==> config.mk <==
export PLATFORM = sky130hd
export DESIGN_NAME = ctos_oneshot_regs
export DESIGN_NICKNAME = d
export VERILOG_FILES = /design/src/ctos_pkg.sv /design/src/ctos_oneshot_regs.sv
export VERILOG_INCLUDE_DIRS = /design/src /design/src/src
export SDC_FILE = /design/constraint.sdc
export NUM_CORES = 1
export LEC_CHECK = 0
export ABC_AREA = 1
export BUFFER_PORTS_ARGS = -buffer_cell sky130_fd_sc_hd__buf_2
export CAP_MARGIN = 15
export CORE_MARGIN = 2
export CORE_UTILIZATION = 55
export CTS_BUF_LIST = sky130_fd_sc_hd__clkbuf_8
export CTS_CLUSTER_DIAMETER = 30
export DETAILED_ROUTE_END_ITERATION = 8
export PLACE_DENSITY_LB_ADDON = 0.05
export SYNTH_ARGS = -nofsm -noshare
export SYNTH_HDL_FRONTEND = slang
export SYNTH_SLANG_ARGS = --single-unit
==> constraint.sdc <==
create_clock -name ref_clk -period 3.7 [get_ports ref_clk]
set_clock_uncertainty 0.1 [all_clocks]
set_input_delay 0.185 -clock ref_clk [delete_from_list [all_inputs] [get_ports ref_clk]]
set_output_delay 0.185 -clock ref_clk [all_outputs]
set_load 0.01 [all_outputs]
==> src/ctos_defs.svh <==
`ifndef CTOS_DEFS_SVH
`define CTOS_DEFS_SVH

// ----------------------------------------------------------------
// Register byte offsets within the host memory window
// ----------------------------------------------------------------
`define CTOS_OFF_CTRL        16'h7070
`define CTOS_OFF_CMD         16'h7074
`define CTOS_OFF_IRQ_CLEAR   16'h7060
`define CTOS_OFF_IRQ_CAUSE   16'h7078
`define CTOS_OFF_READBACK    16'h707c
`define CTOS_OFF_CONST_A1    16'h7080
`define CTOS_OFF_CONST_A2    16'h7084
`define CTOS_OFF_CONST_B1    16'h7088
`define CTOS_OFF_CONST_B2    16'h708c

// ----------------------------------------------------------------
// Control register fields
// ----------------------------------------------------------------
`define CTOS_CTRL_WIDTH      16
`define CTOS_MODE_LSB        0
`define CTOS_MODE_MSB        2
`define CTOS_MODE_ONESHOT    3'h7
`define CTOS_POL_BIT         3
`define CTOS_GATE_LSB        4
`define CTOS_GATE_MSB        5
`define CTOS_TRIG_LSB        8
`define CTOS_TRIG_MSB        9
`define CTOS_RATE_LSB        10
`define CTOS_RATE_MSB        12
`define CTOS_CTRL_MASK       16'h1f3f
`define CTOS_CTRL_RESET      16'h0000
`define CTOS_SEL_ACT_LOW     2'h1
`define CTOS_SEL_ACT_HIGH    2'h2

// ----------------------------------------------------------------
// Command register bits (toggle is stored, the rest self-clear)
// ----------------------------------------------------------------
`define CTOS_CMD_TOGGLE      0
`define CTOS_CMD_TRIGGER     1
`define CTOS_CMD_RB_LOAD     2
`define CTOS_CMD_SOFT_RESET  3

// ----------------------------------------------------------------
// Interrupt information bits
// ----------------------------------------------------------------
`define CTOS_IRQ_WIDTH       6
`define CTOS_IRQ_TRANSITION  3

// ----------------------------------------------------------------
// Clock-enable rates in Hz and the system clock rate
// ----------------------------------------------------------------
`define CTOS_CLK_HZ          32'd10000000
`define CTOS_RATE_0_HZ       32'd1953125
`define CTOS_RATE_1_HZ       32'd3906250
`define CTOS_RATE_2_HZ       32'd7812500
`define CTOS_RATE_3_HZ       32'd15625000
`define CTOS_RATE_4_HZ       32'd62500000

`endif

==> src/ctos_pkg.sv <==
package ctos_pkg;

    typedef enum logic [3:0]
    {
        CTOS_IDLE   = 4'b0001,
        CTOS_DELAY  = 4'b0010,
        CTOS_ACTIVE = 4'b0100,
        CTOS_HOLD   = 4'b1000
    } ctos_state_t;

    typedef logic [31:0] ctos_word_t;

endpackage

==> src/ctos_oneshot_regs.sv <==
`timescale 1ns/10ps
`include "ctos_defs.svh"

module ctos_oneshot_regs
(
    // Clock and reset
    input  wire logic               ref_clk,
    input  wire logic               reset_n,
    // Register access through the host memory window
    input  wire logic               reg_wr,
    input  wire logic               reg_rd,
    input  wire logic [15:0]        reg_addr,
    input  wire ctos_pkg::ctos_word_t reg_wdata,
    output logic                    reg_rvalid,
    output ctos_pkg::ctos_word_t    reg_rdata,
    // Counter pins
    input  wire logic               gate_input,
    input  wire logic               trigger_input,
    output logic                    counter_out
);
    import ctos_pkg::*;

    // ------------------------------------------------------------
    // Registers
    // ------------------------------------------------------------
    logic [`CTOS_CTRL_WIDTH-1:0] counter_control_oneshot;
    logic                        toggle_const;
    logic [`CTOS_IRQ_WIDTH-1:0]  counter_irq_cause;
    ctos_word_t                  counter_readback_value;
    ctos_word_t                  const_a_first;
    ctos_word_t                  const_a_second;
    ctos_word_t                  const_b_first;
    ctos_word_t                  const_b_second;

    ctos_state_t state;
    ctos_word_t  count;
    ctos_word_t  rate_acc;
    logic        pulse_active;
    logic        trig_prev;

    logic        wr_ctrl;
    logic        wr_cmd;
    logic        wr_clear;
    logic        soft_reset;
    logic        sw_trigger;
    logic        rb_load;
    logic        oneshot_mode;
    logic        gate_ok;
    logic        trig_level;
    logic        trigger;
    logic        tick;
    logic        run;
    logic        toggle_out;
    ctos_word_t  rate_hz;
    ctos_word_t  sel_a;
    ctos_word_t  sel_b;

    assign wr_ctrl  = reg_wr && (reg_addr == `CTOS_OFF_CTRL);
    assign wr_cmd   = reg_wr && (reg_addr == `CTOS_OFF_CMD);
    assign wr_clear = reg_wr && (reg_addr == `CTOS_OFF_IRQ_CLEAR);
    assign soft_reset = wr_cmd && reg_wdata[`CTOS_CMD_SOFT_RESET];
    assign sw_trigger = wr_cmd && reg_wdata[`CTOS_CMD_TRIGGER];
    assign rb_load    = wr_cmd && reg_wdata[`CTOS_CMD_RB_LOAD];

    assign oneshot_mode = counter_control_oneshot[`CTOS_MODE_MSB:`CTOS_MODE_LSB]
                          == `CTOS_MODE_ONESHOT;

    // ------------------------------------------------------------
    // Gate and trigger decode
    // ------------------------------------------------------------
    always_comb
    begin
        case (counter_control_oneshot[`CTOS_GATE_MSB:`CTOS_GATE_LSB])
            `CTOS_SEL_ACT_LOW:  gate_ok = !gate_input;
            `CTOS_SEL_ACT_HIGH: gate_ok = gate_input;
            default:            gate_ok = 1'b1;
        endcase
    end

    always_comb
    begin
        case (counter_control_oneshot[`CTOS_TRIG_MSB:`CTOS_TRIG_LSB])
            `CTOS_SEL_ACT_LOW:  trig_level = !trigger_input;
            `CTOS_SEL_ACT_HIGH: trig_level = trigger_input;
            default:            trig_level = 1'b0;
        endcase
    end

    // A held trigger level starts only one pulse: act on its leading edge
    assign trigger = sw_trigger || (trig_level && !trig_prev);

    always_ff @(posedge ref_clk)
    begin
        if (!reset_n)
            trig_prev <= 1'b0;
        else
            trig_prev <= trig_level;
    end

    // ------------------------------------------------------------
    // Clock-enable rate generator
    // ------------------------------------------------------------
    // Rates above the system clock saturate to a tick every cycle.
    always_comb
    begin
        case (counter_control_oneshot[`CTOS_RATE_MSB:`CTOS_RATE_LSB])
            3'h0:    rate_hz = `CTOS_RATE_0_HZ;
            3'h1:    rate_hz = `CTOS_RATE_1_HZ;
            3'h2:    rate_hz = `CTOS_RATE_2_HZ;
            3'h3:    rate_hz = `CTOS_RATE_3_HZ;
            3'h4:    rate_hz = `CTOS_RATE_4_HZ;
            default: rate_hz = 32'h0000_0000;
        endcase
    end

    assign tick = (rate_hz >= `CTOS_CLK_HZ)
                  || (rate_acc + rate_hz >= `CTOS_CLK_HZ);

    always_ff @(posedge ref_clk)
    begin
        if (!reset_n || soft_reset)
            rate_acc <= 32'h0000_0000;
        else if (rate_hz >= `CTOS_CLK_HZ)
            rate_acc <= 32'h0000_0000;
        else if (tick)
            rate_acc <= rate_acc + rate_hz - `CTOS_CLK_HZ;
        else
            rate_acc <= rate_acc + rate_hz;
    end

    assign run = tick && gate_ok;

    // ------------------------------------------------------------
    // Constant selection
    // ------------------------------------------------------------
    assign sel_a = toggle_const ? const_a_second : const_a_first;
    assign sel_b = toggle_const ? const_b_second : const_b_first;

    // ------------------------------------------------------------
    // One-shot sequencer
    // ------------------------------------------------------------
    // Triggers outside idle are ignored; the host must wait out B.
    always_ff @(posedge ref_clk)
    begin
        if (!reset_n || soft_reset || !oneshot_mode)
        begin
            state        <= CTOS_IDLE;
            count        <= 32'h0000_0000;
            pulse_active <= 1'b0;
        end
        else
        begin
            case (state)
                CTOS_IDLE:
                begin
                    if (trigger)
                    begin
                        count <= sel_a;
                        state <= CTOS_DELAY;
                    end
                end
                CTOS_DELAY:
                begin
                    if (run && count == 32'h0000_0000)
                    begin
                        pulse_active <= 1'b1;
                        count        <= sel_b;
                        state        <= CTOS_ACTIVE;
                    end
                    else if (run)
                        count <= count - 32'h0000_0001;
                end
                CTOS_ACTIVE:
                begin
                    if (run && count == 32'h0000_0000)
                    begin
                        pulse_active <= 1'b0;
                        state        <= CTOS_HOLD;
                    end
                    else if (run)
                        count <= count - 32'h0000_0001;
                end
                CTOS_HOLD:
                    state <= CTOS_IDLE;
                default:
                    state <= CTOS_IDLE;
            endcase
        end
    end

    assign toggle_out = oneshot_mode && run && (count == 32'h0000_0000)
                        && (state == CTOS_DELAY || state == CTOS_ACTIVE);

    // Pin level: pulse_active drives the active level chosen by the polarity
    always_ff @(posedge ref_clk)
    begin
        if (!reset_n)
            counter_out <= 1'b1;
        else
            counter_out <= !(pulse_active
                ^ counter_control_oneshot[`CTOS_POL_BIT]);
    end

    // ------------------------------------------------------------
    // Control and command registers
    // ------------------------------------------------------------
    always_ff @(posedge ref_clk)
    begin
        if (!reset_n)
            counter_control_oneshot <= `CTOS_CTRL_RESET;
        else if (wr_ctrl)
            counter_control_oneshot <= reg_wdata[`CTOS_CTRL_WIDTH-1:0]
                                       & `CTOS_CTRL_MASK;
    end

    always_ff @(posedge ref_clk)
    begin
        if (!reset_n || soft_reset)
            toggle_const <= 1'b0;
        else if (wr_cmd)
            toggle_const <= reg_wdata[`CTOS_CMD_TOGGLE];
    end

    // ------------------------------------------------------------
    // Constant registers, written as whole words only
    // ------------------------------------------------------------
    always_ff @(posedge ref_clk)
    begin
        if (!reset_n || soft_reset)
        begin
            const_a_first  <= 32'h0000_0000;
            const_a_second <= 32'h0000_0000;
            const_b_first  <= 32'h0000_0000;
            const_b_second <= 32'h0000_0000;
        end
        else if (reg_wr)
        begin
            if (reg_addr == `CTOS_OFF_CONST_A1)
                const_a_first <= reg_wdata;
            if (reg_addr == `CTOS_OFF_CONST_A2)
                const_a_second <= reg_wdata;
            if (reg_addr == `CTOS_OFF_CONST_B1)
                const_b_first <= reg_wdata;
            if (reg_addr == `CTOS_OFF_CONST_B2)
                const_b_second <= reg_wdata;
        end
    end

    // ------------------------------------------------------------
    // Read-back register
    // ------------------------------------------------------------
    always_ff @(posedge ref_clk)
    begin
        if (!reset_n)
            counter_readback_value <= 32'h0000_0000;
        else if (rb_load)
            counter_readback_value <= count;
    end

    // ------------------------------------------------------------
    // Interrupt cause: set beats a same-cycle clear
    // ------------------------------------------------------------
    // Bits 0,1,2,4,5 belong to modes this block does not implement.
    always_ff @(posedge ref_clk)
    begin
        if (!reset_n)
            counter_irq_cause <= '0;
        else
        begin
            if (wr_clear)
                counter_irq_cause <= counter_irq_cause
                    & ~reg_wdata[`CTOS_IRQ_WIDTH-1:0];
            if (toggle_out)
                counter_irq_cause[`CTOS_IRQ_TRANSITION] <= 1'b1;
            counter_irq_cause[0] <= 1'b0;
            counter_irq_cause[1] <= 1'b0;
            counter_irq_cause[2] <= 1'b0;
            counter_irq_cause[4] <= 1'b0;
            counter_irq_cause[5] <= 1'b0;
        end
    end

    // ------------------------------------------------------------
    // Read port: answer one cycle after the strobe
    // ------------------------------------------------------------
    always_ff @(posedge ref_clk)
    begin
        if (!reset_n)
        begin
            reg_rvalid <= 1'b0;
            reg_rdata  <= 32'h0000_0000;
        end
        else
        begin
            reg_rvalid <= reg_rd;
            if (!reg_rd)
                reg_rdata <= 32'h0000_0000;
            else
            begin
                case (reg_addr)
                    `CTOS_OFF_CTRL:
                        reg_rdata <= {16'h0000, counter_control_oneshot};
                    `CTOS_OFF_CMD:
                        reg_rdata <= {31'h0000_0000, toggle_const};
                    `CTOS_OFF_IRQ_CAUSE:
                        reg_rdata <= {26'h000_0000, counter_irq_cause};
                    `CTOS_OFF_READBACK:
                        reg_rdata <= counter_readback_value;
                    `CTOS_OFF_CONST_A1: reg_rdata <= const_a_first;
                    `CTOS_OFF_CONST_A2: reg_rdata <= const_a_second;
                    `CTOS_OFF_CONST_B1: reg_rdata <= const_b_first;
                    `CTOS_OFF_CONST_B2: reg_rdata <= const_b_second;
                    default:            reg_rdata <= 32'h0000_0000;
                endcase
            end
        end
    end

endmodule

Word-level counts from Yosys, hierarchy flattened
Index checks and enable logic that the tools add are counted.

Add/sub/neg operators: 3. Magnitude comparators: 2. Equality and inequality tests: 25. Muxes and demuxes: 21. Bitwise logic cells: 3. Reduce and logical (&&, ||, !) cells: 37.

Operator list (count): $pmux 32 s8 (1); $mux 32 (7); $eq 16x15->1 const B (9); $pmux 26 s5 (1); $pmux 32 s3 (1); $ge 32x24->1 const B (2); $add 32x32->32 (1); $logic_not 32->1 (1); $sub 32x1->32 const B (1); $sub 32x24->32 const B (1); $mux 4 (4); $logic_and 1x1->1 (12); $pmux 4 s3 (1); $reduce_and 2->1 (5); $reduce_and 3->1 (3); $ne 2x2->1 const B (4); $eq 3x2->1 const B (2); $eq 3x3->1 const B (2); $logic_not 1->1 (6); $pmux 1 s2 (3); $logic_or 1x1->1 (5); $and 4x4->4 (1); $eq 2x1->1 const B (2); $eq 2x2->1 const B (2); 11 further kinds (14).

Register bits: 277. Input port bits: 54. Output and inout bits: 34. Logic and storage cells: 107.

Depth between registers and ports, before layout
Word-level depth: 10. Depth in mapped cells: 32. Gate-level depth less buffers: 31.

Least setup slack after synthesis
OpenSTA, ideal clock, no wires.

Kind: register to register. Start: reg counter_control_oneshot[10]. End: reg count[8]. Library setup time: 0.109 ns. Arrival time: 3.274 ns. Required time: 3.491 ns. Slack: 0.217 ns. Cell stages (with the launch flop): 27. Buffers on the path: 1. Period minus slack after synthesis: 3.483 ns. Path through: dfxtp_1 > nor2_1 > inv_1 > nor2_1 > a21oi_1 > o21ai_0 > ha_1 > nand2_1 > nor2_1 > inv_1 > nor2_1 > nand3_1 > nand3_1 > nand2_1 > nand2_1 > nand2_1 > nor2_1 > nand3_2 > nand3_4 > nand4_2 > nand2_2 > nand2_4 > buf_4 > nand2_1 > nand3_1 > nand2_1 > inv_1.

Cells in the longest elaborated chain, start to end: 9. Elaborated cells between the ends (all ways): 18. Classes of those cells: 1 x add/sub; 2 x order compare; 5 x eq/ne; 5 x mux; 5 x reduce/logical.

RTL lines: start: declaration (line ctos_oneshot_regs.sv:26) `` logic [`CTOS_CTRL_WIDTH-1:0] counter_control_oneshot; ``; start signal: assignment (line ctos_oneshot_regs.sv:210) `` counter_control_oneshot <= `CTOS_CTRL_RESET; ``; start signal: assignment (line ctos_oneshot_regs.sv:212) `` counter_control_oneshot <= reg_wdata[`CTOS_CTRL_WIDTH-1:0] ``; $eq 3x3->1 (tied with other cells) (line ctos_oneshot_regs.sv:106) `` case (counter_control_oneshot[`CTOS_RATE_MSB:`CTOS_RATE_LSB]) ``; $pmux 26 s5 (*) (line ctos_oneshot_regs.sv:106); $add 32x32->32 (line ctos_oneshot_regs.sv:117) `` || (rate_acc + rate_hz >= `CTOS_CLK_HZ); ``; $ge 32x24->1 (no line); $logic_or 1x1->1 (*) (line ctos_oneshot_regs.sv:116) `` assign tick = (rate_hz >= `CTOS_CLK_HZ) ``; $logic_and 1x1->1 (*) (line ctos_oneshot_regs.sv:131) `assign run = tick && gate_ok;`; $mux 32 or $logic_and 1x1->1 (tied branches); $mux 32 (tied with other cells); $pmux 32 s3 or $reduce_and 3->1 (tied branches); end signal: assignment (line ctos_oneshot_regs.sv:158) `count <= sel_a;`; end signal: assignment (line ctos_oneshot_regs.sv:167) `count <= sel_b;`; end signal: assignment (line ctos_oneshot_regs.sv:171) `count <= count - 32'h0000_0001;`; end: declaration (line ctos_oneshot_regs.sv:36) `ctos_word_t count;`.

Every way passes the cells marked *; elsewhere a longest branch is shown, timed or not. The select of a mux whose other input is x is not followed. A chain may end at the register's enable or synchronous reset.

Worst setup path in the final report
Start: reg counter_control_oneshot[11]. End: reg count[12].

Same word-level chain as after synthesis.

==> summary.md <==
| Metric | Value |
|---|---|
| Status | `complete, but fails checks` |
| Failing checks | `negative setup slack` |
| Worst Slack Setup Final | `-196 ps` |
| Initial DRC Count | `1649` |
| Hold-critical path depth | `5` |
| CP Buf/Inv Count | `10` |
| Ys Warns | `0` |
| Routed wire length | `slightly above 60000 um` |
| Drt pass-1 iters | `7` |
| TritonCTS clock tree | `built` |
| Achievable Freq | `257 MHz` |
| Hpwl dp | `approximately 38000 um` |
| Register area share after synthesis | `between 30% and 40%` |
| Overall power | `13.8 mW` |
| IO Port Bufs | `87` |
| EDFF count, synth | `0` |
| Ant diodes | `0` |
| Wire length per cell | `18.8 um` |
| Synthesized instance count | `2438` |
| Fin. Hold Viols | `0` |
| Num rows | `62` |
| Vias in the first global route | `18000` |
| Die width | `around 170 um` |
| I/O pin cnt | `88` |
| Root cell of the clock tree | `clkbuf_8` |
| Leading area contributor after synthesis | `dfxtp_1` |
| Crit path DAT | `4320 ps` |
| Crit. End Element | `register` |
| Yosys reg bits | `277` |
| Unrepaired setup endpoints after global routing | `true` |
| Largest cells by area after synthesis | `dfxtp_1, nand2_1, a21oi_1, nand3_1, inv_1` |
| Nature of the critical path startpoint | `register` |
| Fillers | `2224` |
| Cell Count, Final, Fillers Out | `approximately 3200` |
| Share of the synthesized area in the top cell type | `35.1%` |
| Cell area after synthesis | `0.0158 mm2` |
| CTS H-tree lvls | `2` |
| Die height | `about 170 um` |
| Setup_tns | `-6230 ps` |
| Max FO, Critical Path | `8` |
| Clock share of power | `30.1%` |
| Placed Cells | `2971` |
| Share of cells above drive strength 1 | `27.2%` |
| Hold Startpoint | `reg_addr[4]` |
| CP max stage delay | `380 ps` |
| Synthesis-to-layout area growth | `37.5%` |
| Most frequent cells in the layout | `nand2_1, dfxtp_1, a21oi_1` |
| Placeable Area | `0.0285 mm2` |
| Worst reg2reg path startpoint | `counter_control_oneshot[11]` |
| Endpoints failing setup | `55` |
| Clk slew on worst S/H paths | `60 ps` |
| ANT nets after route | `0` |
| Pre-CTS WS | `-462 ps` |
| Net switching power | `5.15 mW` |
| Total GRT Usage | `between 30% and 40%` |
| Initial antenna violation count | `0` |
| Mean Syn Cell Area | `between 6 and 7 um2` |
| Top delay family on crit path | `simple AND/OR/NAND/NOR gates` |
| Minimum clock period after layout | `3900 ps` |
| Max-slew violation count | `0` |
| Hold Crit Class | `in -> reg` |
| Relative slew slack | `33.8%` |
| Worst r2r path cells | `30` |
| Overflow after GRT | `0` |
| Slowest cell on crit path | `dfxtp_4` |
| Most common cell after layout, fill and taps aside | `nand2_1` |
| Leak | `9.26 nW` |
| Vias/cell | `just under 6` |
| Routed via count | `18600` |
| Post-synth cell types | `54` |
| Seq pwr share | `23.6%` |
| Top_reg_cell synth | `dfxtp_1` |
| Worst-skew pair later-pin latency | `630 ps` |
| Placer Congestion | `a little under 1` |
| CTS Buf Count | `between 60 and 70` |
| Final Util | `76.3%` |
| Setup CP Type | `reg -> reg` |
| Pwr/cell area | `633 mW/mm2` |
| Beginning of the critical path | `counter_control_oneshot[11]` |
| DRC Markers | `0` |
| Largest net degree at the start of global routing | `127` |
| Global-route wire length before repair | `92700 um` |
| Clock sink count | `277` |
| Logic gate share of total power | `46.3%` |
| Die Footprint | `approximately 0.030 mm2` |
| Post-layout nets | `2852` |
| Synth async-reset ratio | `0%` |
| CTS Buffer Depth | `3` |
| Pint | `8.61 mW` |
| WP depth | `30` |
| Final Cycle Share | `105%` |
| Max VDD drop | `0.386 mV` |
| Initial Utilization | `a little under three fifths` |
| Max-cap violations | `0` |
| Worst path required time | `between 4000 and 5000 ps` |
| Mapped Nets | `2521` |
| Sw frac | `37.4%` |
| Worst Tran Pin Value | `around 980 ps` |
-- cell type report --
class | instances | area [um2] | area share (%)
multi-input combinational | 1784 | 10000 | 46.0
sequential | 277 | 5560 | 25.6
inverter | 243 | 923 | 4.25
tap | 384 | 480 | 2.21
clock inverter | 44 | 551 | 2.53
clock buffer | 71 | 977 | 4.50
timing repair buffer | 402 | 3240 | 14.9
-- Yosys cell counts, types with 3 or more instances --
cell	instances
nand2_2	15
a21oi_1	290
o21a_1	5
mux2i_1	5
buf_2	14
nand3_1	232
nand3_2	7
o21ai_1	8
ha_1	28
nand4_1	26
clkinv_1	4
or2_2	3
inv_2	13
o22ai_1	4
dfxtp_1	277
nor2_1	201
a31oi_1	26
inv_1	226
nand4_2	3
buf_4	3
nand2_1	667
o21ai_0	88
a2111oi_0	7
xor2_1	44
buf_6	4
a211oi_1	11
clkbuf_1	102
nor2_2	8
o21bai_1	4
a221oi_1	3
a22o_1	6
nor4_1	10
a32o_1	26
nor3_1	32
buf_1	10
-- cell families after synthesis --
family	count (synthesis)	share of synthesized area [%]
flip-flops	277	35.1
multiplexers	5	0.317
AND/OR/NAND/NOR	1215	32.8
buffers and inverters	377	9.34
adder cells (fa/ha/maj)	29	2.34
AO/OA/AOI/OAI	489	17.5
XOR/XNOR	46	2.55
-- power by group through the flow --
stage,Sequential (mW),Combinational [mW],Clock [mW]
global route,3.25,6.81,4.30
CTS,3.22,5.48,4.14
detailed placement,3.28,4.29,0
finish,3.24,6.38,4.14
floorplan,3.22,2.43,0
global placement,3.28,4.27,0
-- sequential cells by signal, indices dropped and copies added (netlist names) --
name	flops
const_a_first	32
const_a_second	32
const_b_first	32
const_b_second	32
count	32
counter_control_oneshot	11
counter_irq_cause	1
counter_out	1
counter_readback_value	32
pulse_active	1
rate_acc	32
reg_rdata	32
reg_rvalid	1
state	4
toggle_const	1
trig_prev	1
-- metal layers --
| layer | global-route usage, % | up-vias | part of all wire, % |
|---|---|---|---|
| met5 | 0 | - | 0 |
| met1 | 43.6 | 8628 | 37 |
| met3 | 5.77 | 265 | 7.8 |
| met4 | 19.5 | 0 | 5.7 |
| li1 | - | 8722 | - |
| met2 | 68.8 | 960 | 50 |
-- per-stage QoR --
step	area, um2	hold slack (ps)
global route	21700	47.9
CTS	20800	6.84
floorplan	15800	201
global placement	17800	299
finish	21700	21.4
detailed placement	17800	307
-- worst paths after layout --
path                                        endpoint  slack [ps]
worst max register to register             count[12]        -200
worst min register to register      const_b_first[5]         360
worst max-delay path                       count[12]        -200
worst min-delay path            counter_irq_cause[3]          20
-- worst reg2reg max path: cells and delay by family, from the launching register on --
family	cells	cell delay (ps)
compound gates	1	160
fa+ha+maj	1	290
buf+inv	10	1080
flops	1	380
simple gates	18	1790
-- what timing repair did --
action                                  4_1_cts  5_1_grt
gates cloned                                  6        3
pin swaps                                    58       84
setup buffers                                51       23
endpoints found under the setup margin       62       62
hold buffers                                 38        0
hold endpoints to repair                    143        0
resized for setup                           160      192
Note: power is estimated with default switching activity, not from simulation.
